<file path="src/rtl/uft_pkg.sv">
// Purpose: Shared constants and types of the USB host frame timer.
// Assumes: Controller clock of 100 MHz and a full-speed rate of 12 Mbit/s.
// Notes:   Command codes are the register port's read and write codes.
package uft_pkg;

  // Clock and bit-rate figures in kHz.
  localparam int UFT_CLK_KHZ    = 100000;
  localparam int UFT_FS_BIT_KHZ = 12000;

  // Field widths.
  localparam int UFT_FR_W  = 14;
  localparam int UFT_FN_W  = 16;
  localparam int UFT_LST_W = 11;

  // Field positions inside the 32-bit register words.
  localparam int UFT_TOGGLE_POS = 31;
  localparam int UFT_FR_LSB     = 0;
  localparam int UFT_FN_LSB     = 0;
  localparam int UFT_LST_LSB    = 0;
  localparam int UFT_FI_LSB     = 0;

  // Command codes.
  localparam logic [7:0] UFT_CODE_FI_RD  = 8'h0D;
  localparam logic [7:0] UFT_CODE_FI_WR  = 8'h8D;
  localparam logic [7:0] UFT_CODE_FR_RD  = 8'h0E;
  localparam logic [7:0] UFT_CODE_FN_RD  = 8'h0F;
  localparam logic [7:0] UFT_CODE_LST_RD = 8'h11;
  localparam logic [7:0] UFT_CODE_LST_WR = 8'h91;

  // Reset values.
  localparam logic [13:0] UFT_FI_RST  = 14'h2EDF;
  localparam logic [10:0] UFT_LST_RST = 11'h628;
  localparam logic [13:0] UFT_FR_RST  = 14'h0000;
  localparam logic [15:0] UFT_FN_RST  = 16'h0000;
  localparam logic        UFT_TGL_RST = 1'b0;

  typedef enum logic [0:0] {
    UFT_IDLE = 1'b0,
    UFT_RUN  = 1'b1
  } uft_state_e;

endpackage

</file>
<file path="src/rtl/uft_bit_tick.sv">
// Purpose: Full-speed bit-time tick from the controller clock.
// Assumes: BIT_KHZ is below CLK_KHZ.
// Notes:   A phase accumulator spreads the fractional ratio evenly.
`timescale 1ns/1ps
`default_nettype none
module uft_bit_tick
  import uft_pkg::*;
#(
  parameter int CLK_KHZ = UFT_CLK_KHZ,
  parameter int BIT_KHZ = UFT_FS_BIT_KHZ
) (
  // Clock and reset
  input  wire logic clk,
  input  wire logic rstn,
  // Tick out
  output logic      tick
);

  localparam int ACC_W = $clog2(CLK_KHZ + BIT_KHZ + 1);
  localparam logic [ACC_W-1:0] ACC_STEP = ACC_W'(BIT_KHZ);
  localparam logic [ACC_W-1:0] ACC_WRAP = ACC_W'(CLK_KHZ);

  logic [ACC_W-1:0] acc_ff;
  logic [ACC_W-1:0] nxt_acc;
  logic             tick_ff;
  logic             nxt_tick;

  always_comb begin
    logic [ACC_W-1:0] sum;
    sum      = acc_ff + ACC_STEP;
    nxt_tick = 1'b0;
    nxt_acc  = sum;
    if (sum >= ACC_WRAP) begin
      nxt_acc  = sum - ACC_WRAP;
      nxt_tick = 1'b1;
    end
  end

  always_ff @(posedge clk) begin
    if (!rstn) begin
      acc_ff  <= '0;
      tick_ff <= 1'b0;
    end else begin
      acc_ff  <= nxt_acc;
      tick_ff <= nxt_tick;
    end
  end

  assign tick = tick_ff;

endmodule
`default_nettype wire

</file>
<file path="src/rtl/uft_cmd_port.sv">
// Purpose: Command-code register port of the frame timer.
// Assumes: One command per cmd_valid cycle; answers one cycle later.
// Notes:   Holds the frame period fields and the slow commit threshold.
`timescale 1ns/1ps
`default_nettype none
module uft_cmd_port
  import uft_pkg::*;
(
  // Clock and reset
  input  wire logic                 clk,
  input  wire logic                 rstn,
  input  wire logic                 ctrl_reset_cmd,
  input  wire logic                 running,
  // Command side
  input  wire logic                 cmd_valid,
  input  wire logic [7:0]           cmd_code,
  input  wire logic [31:0]          wr_data,
  output logic      [31:0]          rd_data,
  output logic                      cmd_ack,
  output logic                      cmd_err,
  // Counter state to report
  input  wire logic [UFT_FR_W-1:0]  frame_left_count,
  input  wire logic                 remaining_toggle,
  input  wire logic [UFT_FN_W-1:0]  frame_count,
  // Held fields
  output logic [UFT_FR_W-1:0]       frame_period,
  output logic                      period_toggle,
  output logic [UFT_LST_W-1:0]      slow_commit_threshold
);

  function automatic logic code_known(input logic [7:0] c);
    code_known = (c == UFT_CODE_FI_RD) || (c == UFT_CODE_FI_WR) ||
                 (c == UFT_CODE_FR_RD) || (c == UFT_CODE_FN_RD) ||
                 (c == UFT_CODE_LST_RD) || (c == UFT_CODE_LST_WR);
  endfunction

  logic [31:0]          rd_ff, nxt_rd;
  logic                 ack_ff, nxt_ack;
  logic                 err_ff, nxt_err;
  logic [UFT_FR_W-1:0]  fi_ff, nxt_fi;
  logic                 fit_ff, nxt_fit;
  logic [UFT_LST_W-1:0] lst_ff, nxt_lst;

  always_comb begin
    nxt_rd  = rd_ff;
    nxt_ack = 1'b0;
    nxt_err = 1'b0;
    nxt_fi  = fi_ff;
    nxt_fit = fit_ff;
    nxt_lst = lst_ff;
    if (cmd_valid) begin
      nxt_ack = code_known(cmd_code);
      nxt_err = !code_known(cmd_code);
      nxt_rd  = 32'h0000_0000;
      case (cmd_code)
        UFT_CODE_FI_RD: begin
          nxt_rd[UFT_TOGGLE_POS] = fit_ff;
          nxt_rd[UFT_FI_LSB +: UFT_FR_W] = fi_ff;
        end
        UFT_CODE_FI_WR: begin
          nxt_fit = wr_data[UFT_TOGGLE_POS];
          nxt_fi  = wr_data[UFT_FI_LSB +: UFT_FR_W];
        end
        UFT_CODE_FR_RD: begin
          nxt_rd[UFT_TOGGLE_POS] = remaining_toggle;
          nxt_rd[UFT_FR_LSB +: UFT_FR_W] = frame_left_count;
        end
        UFT_CODE_FN_RD: begin
          nxt_rd[UFT_FN_LSB +: UFT_FN_W] = frame_count;
        end
        UFT_CODE_LST_RD: begin
          nxt_rd[UFT_LST_LSB +: UFT_LST_W] = lst_ff;
        end
        UFT_CODE_LST_WR: begin
          // Reserved bits are dropped; the value is frozen while running.
          if (!running) begin
            nxt_lst = wr_data[UFT_LST_LSB +: UFT_LST_W];
          end
        end
        default: begin
          nxt_rd = 32'h0000_0000;
        end
      endcase
    end
    if (ctrl_reset_cmd) begin
      nxt_fi  = UFT_FI_RST;
      nxt_fit = UFT_TGL_RST;
      nxt_lst = UFT_LST_RST;
    end
  end

  always_ff @(posedge clk) begin
    if (!rstn) begin
      rd_ff  <= 32'h0000_0000;
      ack_ff <= 1'b0;
      err_ff <= 1'b0;
      fi_ff  <= UFT_FI_RST;
      fit_ff <= UFT_TGL_RST;
      lst_ff <= UFT_LST_RST;
    end else begin
      rd_ff  <= nxt_rd;
      ack_ff <= nxt_ack;
      err_ff <= nxt_err;
      fi_ff  <= nxt_fi;
      fit_ff <= nxt_fit;
      lst_ff <= nxt_lst;
    end
  end

  assign rd_data               = rd_ff;
  assign cmd_ack               = ack_ff;
  assign cmd_err               = err_ff;
  assign frame_period          = fi_ff;
  assign period_toggle         = fit_ff;
  assign slow_commit_threshold = lst_ff;

endmodule
`default_nettype wire

</file>
<file path="src/rtl/uft_frame_timer.sv">
// Purpose: Frame timing unit of a USB host controller.
// Assumes: Control inputs come from logic on the same clock.
// Notes:   Counters move only on the bit-time tick, on operational entry or on a controller reset command.
`timescale 1ns/1ps
`default_nettype none
module uft_frame_timer
  import uft_pkg::*;
#(
  parameter int CLK_KHZ = UFT_CLK_KHZ,
  parameter int BIT_KHZ = UFT_FS_BIT_KHZ
) (
  // Clock and reset
  input  wire logic                 clk,
  input  wire logic                 rstn,
  // Controller state
  input  wire logic                 operational_state,
  input  wire logic                 controller_reset_command,
  // Command port
  input  wire logic                 cmd_valid,
  input  wire logic [7:0]           cmd_code,
  input  wire logic [31:0]          wr_data,
  output logic      [31:0]          rd_data,
  output logic                      cmd_ack,
  output logic                      cmd_err,
  // Slow transaction gate
  input  wire logic                 slow_req,
  output logic                      slow_grant,
  output logic                      slow_deny,
  // Timing outputs
  output logic                      bit_tick,
  output logic                      frame_start_flag,
  output logic [UFT_FR_W-1:0]       frame_left_count,
  output logic                      remaining_toggle,
  output logic [UFT_FN_W-1:0]       frame_count
);

  uft_state_e           state_ff, nxt_state;
  logic [UFT_FR_W-1:0]  fr_ff, nxt_fr;
  logic                 frt_ff, nxt_frt;
  logic [UFT_FN_W-1:0]  fn_ff, nxt_fn;
  logic                 sof_ff, nxt_sof;
  logic                 tick;
  logic                 entry;
  logic                 running;
  logic [UFT_FR_W-1:0]  frame_period;
  logic                 period_toggle;
  logic [UFT_LST_W-1:0] slow_commit_threshold;

  uft_bit_tick #(
    .CLK_KHZ (CLK_KHZ),
    .BIT_KHZ (BIT_KHZ)
  ) u_tick (
    .clk  (clk),
    .rstn (rstn),
    .tick (tick)
  );

  uft_cmd_port u_cmd (
    .clk                   (clk),
    .rstn                  (rstn),
    .ctrl_reset_cmd        (controller_reset_command),
    .running               (running),
    .cmd_valid             (cmd_valid),
    .cmd_code              (cmd_code),
    .wr_data               (wr_data),
    .rd_data               (rd_data),
    .cmd_ack               (cmd_ack),
    .cmd_err               (cmd_err),
    .frame_left_count      (fr_ff),
    .remaining_toggle      (frt_ff),
    .frame_count           (fn_ff),
    .frame_period          (frame_period),
    .period_toggle         (period_toggle),
    .slow_commit_threshold (slow_commit_threshold)
  );

  assign running = (state_ff == UFT_RUN);
  assign entry   = (state_ff == UFT_IDLE) && operational_state &&
                   !controller_reset_command;

  // Counter group.
  always_comb begin
    nxt_state = state_ff;
    nxt_fr    = fr_ff;
    nxt_frt   = frt_ff;
    nxt_fn    = fn_ff;
    nxt_sof   = 1'b0;
    case (state_ff)
      UFT_IDLE: begin
        if (entry) begin
          nxt_state = UFT_RUN;
          nxt_fr    = frame_period;
          nxt_fn    = fn_ff + 16'h0001;
          nxt_sof   = 1'b1;
        end
      end
      UFT_RUN: begin
        if (!operational_state) begin
          nxt_state = UFT_IDLE;
        end else if (tick) begin
          if (fr_ff == UFT_FR_RST) begin
            // The period is sampled here, so a new value takes effect
            // only from the next frame start.
            nxt_fr  = frame_period;
            nxt_frt = period_toggle;
            nxt_fn  = fn_ff + 16'h0001;
            nxt_sof = 1'b1;
          end else begin
            nxt_fr = fr_ff - 14'h0001;
          end
        end
      end
      default: begin
        nxt_state = UFT_IDLE;
      end
    endcase
    if (controller_reset_command) begin
      nxt_state = UFT_IDLE;
      nxt_fr    = UFT_FR_RST;
      nxt_frt   = UFT_TGL_RST;
      nxt_fn    = UFT_FN_RST;
      nxt_sof   = 1'b0;
    end
  end

  always_ff @(posedge clk) begin
    if (!rstn) begin
      state_ff <= UFT_IDLE;
      fr_ff    <= UFT_FR_RST;
      frt_ff   <= UFT_TGL_RST;
      fn_ff    <= UFT_FN_RST;
      sof_ff   <= 1'b0;
    end else begin
      state_ff <= nxt_state;
      fr_ff    <= nxt_fr;
      frt_ff   <= nxt_frt;
      fn_ff    <= nxt_fn;
      sof_ff   <= nxt_sof;
    end
  end

  // The gate answers in the request cycle against the current count.
  assign slow_grant = slow_req && running &&
                      (fr_ff >= {3'h0, slow_commit_threshold});
  assign slow_deny  = slow_req && !slow_grant;

  assign bit_tick         = tick;
  assign frame_start_flag = sof_ff;
  assign frame_left_count = fr_ff;
  assign remaining_toggle = frt_ff;
  assign frame_count      = fn_ff;
endmodule
`default_nettype wire

</file>
<file path="config.mk">
export PLATFORM = sky130hd
export DESIGN_NAME = uft_frame_timer
export DESIGN_NICKNAME = d
export VERILOG_FILES = /design/src/rtl/uft_pkg.sv /design/src/rtl/uft_bit_tick.sv /design/src/rtl/uft_cmd_port.sv /design/src/rtl/uft_frame_timer.sv
export SDC_FILE = /design/constraint.sdc
export NUM_CORES = 1
export LEC_CHECK = 0
export BUFFER_PORTS_ARGS = -buffer_cell sky130_fd_sc_hd__buf_4
export CORE_UTILIZATION = 54
export CTS_CLUSTER_SIZE = 10
export DETAILED_ROUTE_END_ITERATION = 16
export MAX_ROUTING_LAYER = met4
export PLACE_DENSITY = 0.85
export SYNTH_ARGS = -nofsm -noshare
export SYNTH_HDL_FRONTEND = slang
export SYNTH_SLANG_ARGS = --single-unit
</file>
<file path="constraint.sdc">
create_clock -name clk -period 4 [get_ports clk]
set_clock_uncertainty 0.15 [all_clocks]
set_input_delay 0.2 -clock clk [delete_from_list [all_inputs] [get_ports clk]]
set_output_delay 0.2 -clock clk [all_outputs]
set_load 0.03 [all_outputs]
</file>
# After elaboration in Yosys (flattened, before gate mapping)
# Index checks and enable logic that the tools add are counted.
# totals
reg_bits	96
in_bits	46
output_inout_bits	69
wordCells	75
# op_classes
addsub	4
magnitude_cmp	2
n_eq_ne	10
mux	23
bitwise	2
n_reduce_logical	21
# ops
op	count
$mux 16	4
$mux 14	4
$pmux 11 s4	1
$pmux 16 s2	1
$pmux 14 s2	1
$eq 8x4->1 const B	3
$add 17x14->17 const B	1
$ge 17x17->1 const B	1
$mux 17	1
$sub 17x17->17 const B	1
$add 16x1->16 const B	1
$eq 8x8->1 const B	2
$ge 14x11->1	1
$logic_not 14->1	1
$sub 14x1->14 const B	1
$pmux 3 s3	1
$eq 8x5->1 const B	1
$reduce_and 4->1	2
$mux 1	6
$pmux 1 s2	3
$reduce_and 3->1	2
$logic_and 1x1->1	5
$logic_or 1x1->1	5
$ne 2x1->1 const B	2
other kinds (6)	11

# Logic depth before layout (Yosys ltp)
# logic_depth
depth_word	7
mapped_depth	12
mapped_depth_nobuf	9

# Cells and area by module
# Synthesis repeated with hierarchy kept, for this count alone.
# unflattened
cells_unflattened	640
area_unflattened_um2	5526.6
# by_module_without_submodules
module	n_inst	cells_per_inst	area_per_inst_um2	seq_area_each_um2
uft_cmd_port	1	228	2157.1	900.9
uft_frame_timer	1	275	2157.1	660.6
uft_bit_tick	1	137	1212.4	260.2

# Worst setup path after synthesis
# No wires, ideal clock.
# synth_timing
path_type	reg2reg
from	register fr_ff[0], in the netlist frame_left_count[0]
to	register fn_ff[15], in the netlist frame_count[15]
setup_time_ps	128
arrival_time_ps	2557
required_ps	3722
slack_ps	1165
path_stages_with_launch	12
synth_period_minus_slack_ps	2835
cell_sequence	dfxtp_1 -> inv_1 -> ha_1 -> or3b_2 -> clkbuf_1 -> o41ai_2 -> buf_2 -> nand4_2 -> nor2_1 -> nand4_1 -> xor2_1 -> nor2_1
# synth_via
elab_chain_cells	3
# synth_lines
item	line	rtl
start: declaration	uft_frame_timer.sv:38	logic [UFT_FR_W-1:0] fr_ff, nxt_fr;
start signal: assignment	uft_frame_timer.sv:135	fr_ff <= nxt_fr;
$logic_not 14->1	uft_frame_timer.sv:101	if (fr_ff == UFT_FR_RST) begin
$ne 2x1->1 (no line)	--	
$reduce_and 4->1 (no line)	--	
end signal: assignment	uft_frame_timer.sv:137	fn_ff <= nxt_fn;
end: declaration	uft_frame_timer.sv:40	logic [UFT_FN_W-1:0] fn_ff, nxt_fn;
# Every way passes these cells.
# A chain may end at the register's enable or synchronous reset.

# Worst setup path in the final report
# layout_timing
from	register u_tick.acc_ff[5]
to	register u_tick.acc_ff[14]
# layout_via
elab_chain_cells	3
# layout_lines
item	line	rtl
start: declaration	uft_bit_tick.sv:23	logic [ACC_W-1:0] acc_ff;
start signal: assignment	uft_bit_tick.sv:44	acc_ff <= nxt_acc;
$add 17x14->17 (*)	uft_bit_tick.sv:30	sum = acc_ff + ACC_STEP;
$sub 17x17->17 or $ge 17x17->1 (tied branches)	uft_bit_tick.sv:34, uft_bit_tick.sv:33	
$mux 17 (*)	uft_bit_tick.sv:33	if (sum >= ACC_WRAP) begin
# Every way passes the cells marked *; elsewhere a longest branch is shown, timed or not.

==> flow_summary_export.csv <==
group,metric,value,unit
setup_path,rr_worst_depth,9,
global_routing,overflow,0,
synth,yosys_warnings,0,
timing,finalSetupTns,0,ps
clock_network,max-clock-path-buffers,2,
die,die-area,9580,um^2
timing,finalCritPeriodShare,0.757,
route,wl_per_cell,17.2,um
route,via_count,5054,
timing,tightest_slew,1230,ps
route,first_pass_iters,11,
setup_path,worst_path_largest_cell_delay,530,ps
synth,ys_ff_latch,91,
clock_network,h-tree-depth,3,
status,status,"finished, violations left",
layout,fin_area,5960,um^2
timing,hold_viol_final,0,
clock_network,postCtsSetupBuffers,0,
synth,synth_cell_types,64,
clock_network,cts.clk_slew.worst_paths,110,ps
route,drc,12,
global_routing,grt_pass1_vias,4706,
synth,seq_area_frac_synth,0.367,
timing,max_clock_freq,0.330,GHz
route,dr.first_iter.drc_count,431,
clock_network,clkSinkCount,91,
status,violations,"design-rule violations",
clock_network,worstSkewPairLatency,380,ps
setup_path,reg2reg_to,"u_tick.acc_ff[14]$_SDFF_PN0_",
timing,report.final.slew_viol_count,0,
setup_path,critPathRequiredTime,4140,ps
setup_path,start_kind,"register",
clock_network,root_buffer,"clkbuf_8",
setup_path,r2r_start,"u_tick.acc_ff[5]$_SDFFE_PN0N_",
synth,synth_async_sr_flop_share,0,
synth,synth_top_area_frac,0.367,
setup_path,crit_arrival,3170,ps
global_routing,grt_pass1_wl,23400,um
die,num_io_pins,115,
route,via_per_inst,6.09,
timing,fin_ws,974,ps
setup_path,ff2ff_setup_slack,970,ps
synth,ys.flop_type,"dfxtp_1",
placement,dp_cells,796,
synth,synth_top_area_cell,"dfxtp_1",
synth,avgSynthCellArea,7.77,um^2
clock_network,cts_tree,"built",
pwr,p_seq_frac,0.444,
global_routing,antenna_found_initial,0,
synth,synth_common_cells,"dfxtp_1, nand2_1, nor2_1, a21oi_1",
synth,synthesis.instances,639,
placement,port_buffers,82,
pwr,cellLeakagePower,2.41,nW
timing,fin_crit,3030,ps
global_routing,grt_max_degree,32,
pwr,power.density,392,nW/um^2
setup_path,critPathSlowestCell,"dfxtp_1",
synth,syn_area,4960,um^2
pwr,p_switching,0.000780,W
placement,postPlaceCellArea,5550,um^2
die,coreArea,8810,um^2
placement,post-dp-hpwl,9950,um
global_routing,grt_usage,0.316,
setup_path,crit_path_end,"u_tick.acc_ff[14]$_SDFF_PN0_",
flow_run,drv_cap,0,
pwr,ir_drop,0.237,mV
setup_path,worstPathCellList,"inv_1 -> ha_1 -> nand2b_4 -> a211oi_2 -> or3_1 -> a21bo_1 -> or2_1 -> or4_1 -> a21oi_1",
synth,synth_area_leaders,"dfxtp_1, a21oi_1, nand2_1, nor2_1, ha_1",
clock_network,cts_buffers,9,
pwr,swShare,0.334,
pwr,power_frac_clock,0.315,
route,antenna_left,0,
setup_path,path_class,"reg2reg",
setup_path,crit_path_end_kind,"register",
hold_path,hp-class,"in2reg",
die,die_w,97.9,um
route,wl,14300,um
die,die_h,97.9,um
setup_path,path_max_fanout,11,
layout,diodes,0,
layout,drive_gt1_frac,0.165,
layout,fin_cells,830,
setup_path,crit_path_start,"u_tick.acc_ff[5]$_SDFFE_PN0N_",
pwr,intPower,0.00155,W
timing,rsz0062_at_grt,"no",
timing,setup_violations,0,
pwr,combPwrFrac,0.242,
timing,hold_ws,110,ps
synth,synth_edf_count,0,
placement,gp_congestion,0.916,
die,rows,34,
layout,finalNetCount,779,
synth,yosysMostFrequentCell,"dfxtp_1",
placement,dp_slack,1030,ps
die,initial_core_util,0.564,
timing,slew_headroom,0.176,
layout,area_growth,20.0,%
registers in the layout, summed over array words and instances, names as in the netlist:
name / flops
frame_count: 16
u_cmd.period_toggle: 1
u_cmd.slow_commit_threshold: 11
u_tick.tick: 1
u_cmd.frame_period: 14
running: 1
u_cmd.rd_data: 17
u_cmd.cmd_err: 1
u_cmd.cmd_ack: 1
remaining_toggle: 1
frame_start_flag: 1
u_tick.acc_ff: 12
frame_left_count: 14
cells in the final DEF (no fill, tap or decap), types with 3 or more instances in the layout:
cell type	count
or3_1	13
inv_6	3
and3_1	6
nand3_1	23
nor4_1	7
buf_4	88
xor2_1	14
o21a_1	4
dlygate4sd3_1	18
dfxtp_1	91
a21o_1	7
mux2i_1	8
conb_1	15
o22ai_1	4
nand4_1	3
a211oi_1	3
nand2b_1	3
nand2_1	75
inv_1	21
clkbuf_8	9
o211ai_1	8
xnor2_1	9
a21oi_1	70
o21ai_0	25
and2_1	4
nor3b_1	6
nor3_1	18
nor2_1	75
nor2b_1	4
ha_1	16
a22oi_1	26
or4_1	5
kinds of logic after synthesis:
group                      Yosys count  share of synthesized area
AOI/OAI and AO/OA                  168                      0.212
xor gates and xnor gates            23                     0.0406
adders and majority gates           16                     0.0403
buffers and inverters               75                     0.0726
DFF                                 91                      0.367
muxes                               10                     0.0207
other                                1                   0.000755
and+or+nand+nor                    255                      0.246
worst min path at each step:
stage,startpoint,cells past startpoint,slack (ps),to
floorplan,rstn,2,170,u_tick.acc_ff[16]$_SDFF_PN0_
global placement,wr_data[6],3,270,u_cmd.frame_period[6]$_SDFFE_PP1P_
detailed placement,wr_data[6],3,280,u_cmd.frame_period[6]$_SDFFE_PP1P_
CTS,cmd_code[6],4,100,u_cmd.cmd_ack$_SDFF_PN0_
global route,cmd_code[0],5,140,u_cmd.rd_data[11]$_SDFFE_PN0P_
finish,cmd_code[0],5,110,u_cmd.rd_data[11]$_SDFFE_PN0P_
routing by layer:
layer | global-route usage | up-vias | wire (um)
met5 | - | - | 0
met4 | 0.166 | 0 | 523
met2 | 0.507 | 294 | 6740
li1 | - | 2373 | -
met1 | 0.385 | 2346 | 5750
met3 | 0.0465 | 41 | 1280
power by group through the flow:
stage	logic (W)	clock network (W)	registers, W
4_1_cts	0.000556	0.000737	0.00103
3_5_place_dp	0.000535	0	0.00105
6_report	0.000564	0.000734	0.00103
3_3_place_gp	0.000522	0	0.00105
2_1_floorplan	0.000478	0	0.00101
5_1_grt	0.000618	0.000777	0.00104
worst max-delay path, delay by kind of cell (launching register included):
| family | cells | cell delay (ps) |
|---|---|---|
| fa+ha+maj | 1 | 300 |
| buf+inv | 1 | 140 |
| simple gates | 4 | 1330 |
| compound gates | 3 | 500 |
| flops | 1 | 530 |
cell type report:
class / count / area (um^2)
repair buffers: 106 / 841
multi-input cells: 487 / 2850
well taps: 108 / 135
clock buffers: 9 / 124
clock inverters: 7 / 105
inverters: 22 / 82.6
fillers: 740 / 2850
flip-flops and latches: 91 / 1820
metrics by stage:
stage,util,power (W)
final,0.676,0.00233
after global routing,0.676,0.00244
after CTS,0.676,0.00232
after detailed placement,0.630,0.00159
after global placement,0.630,0.00157
after floorplan,-,0.00148
timing repair:
item                                   4_1_cts  5_1_grt
hold buffers                                18        0
gates resized for setup                      0        0
endpoints found under the hold margin       31        0
Power figures use the tool's default switching activity.
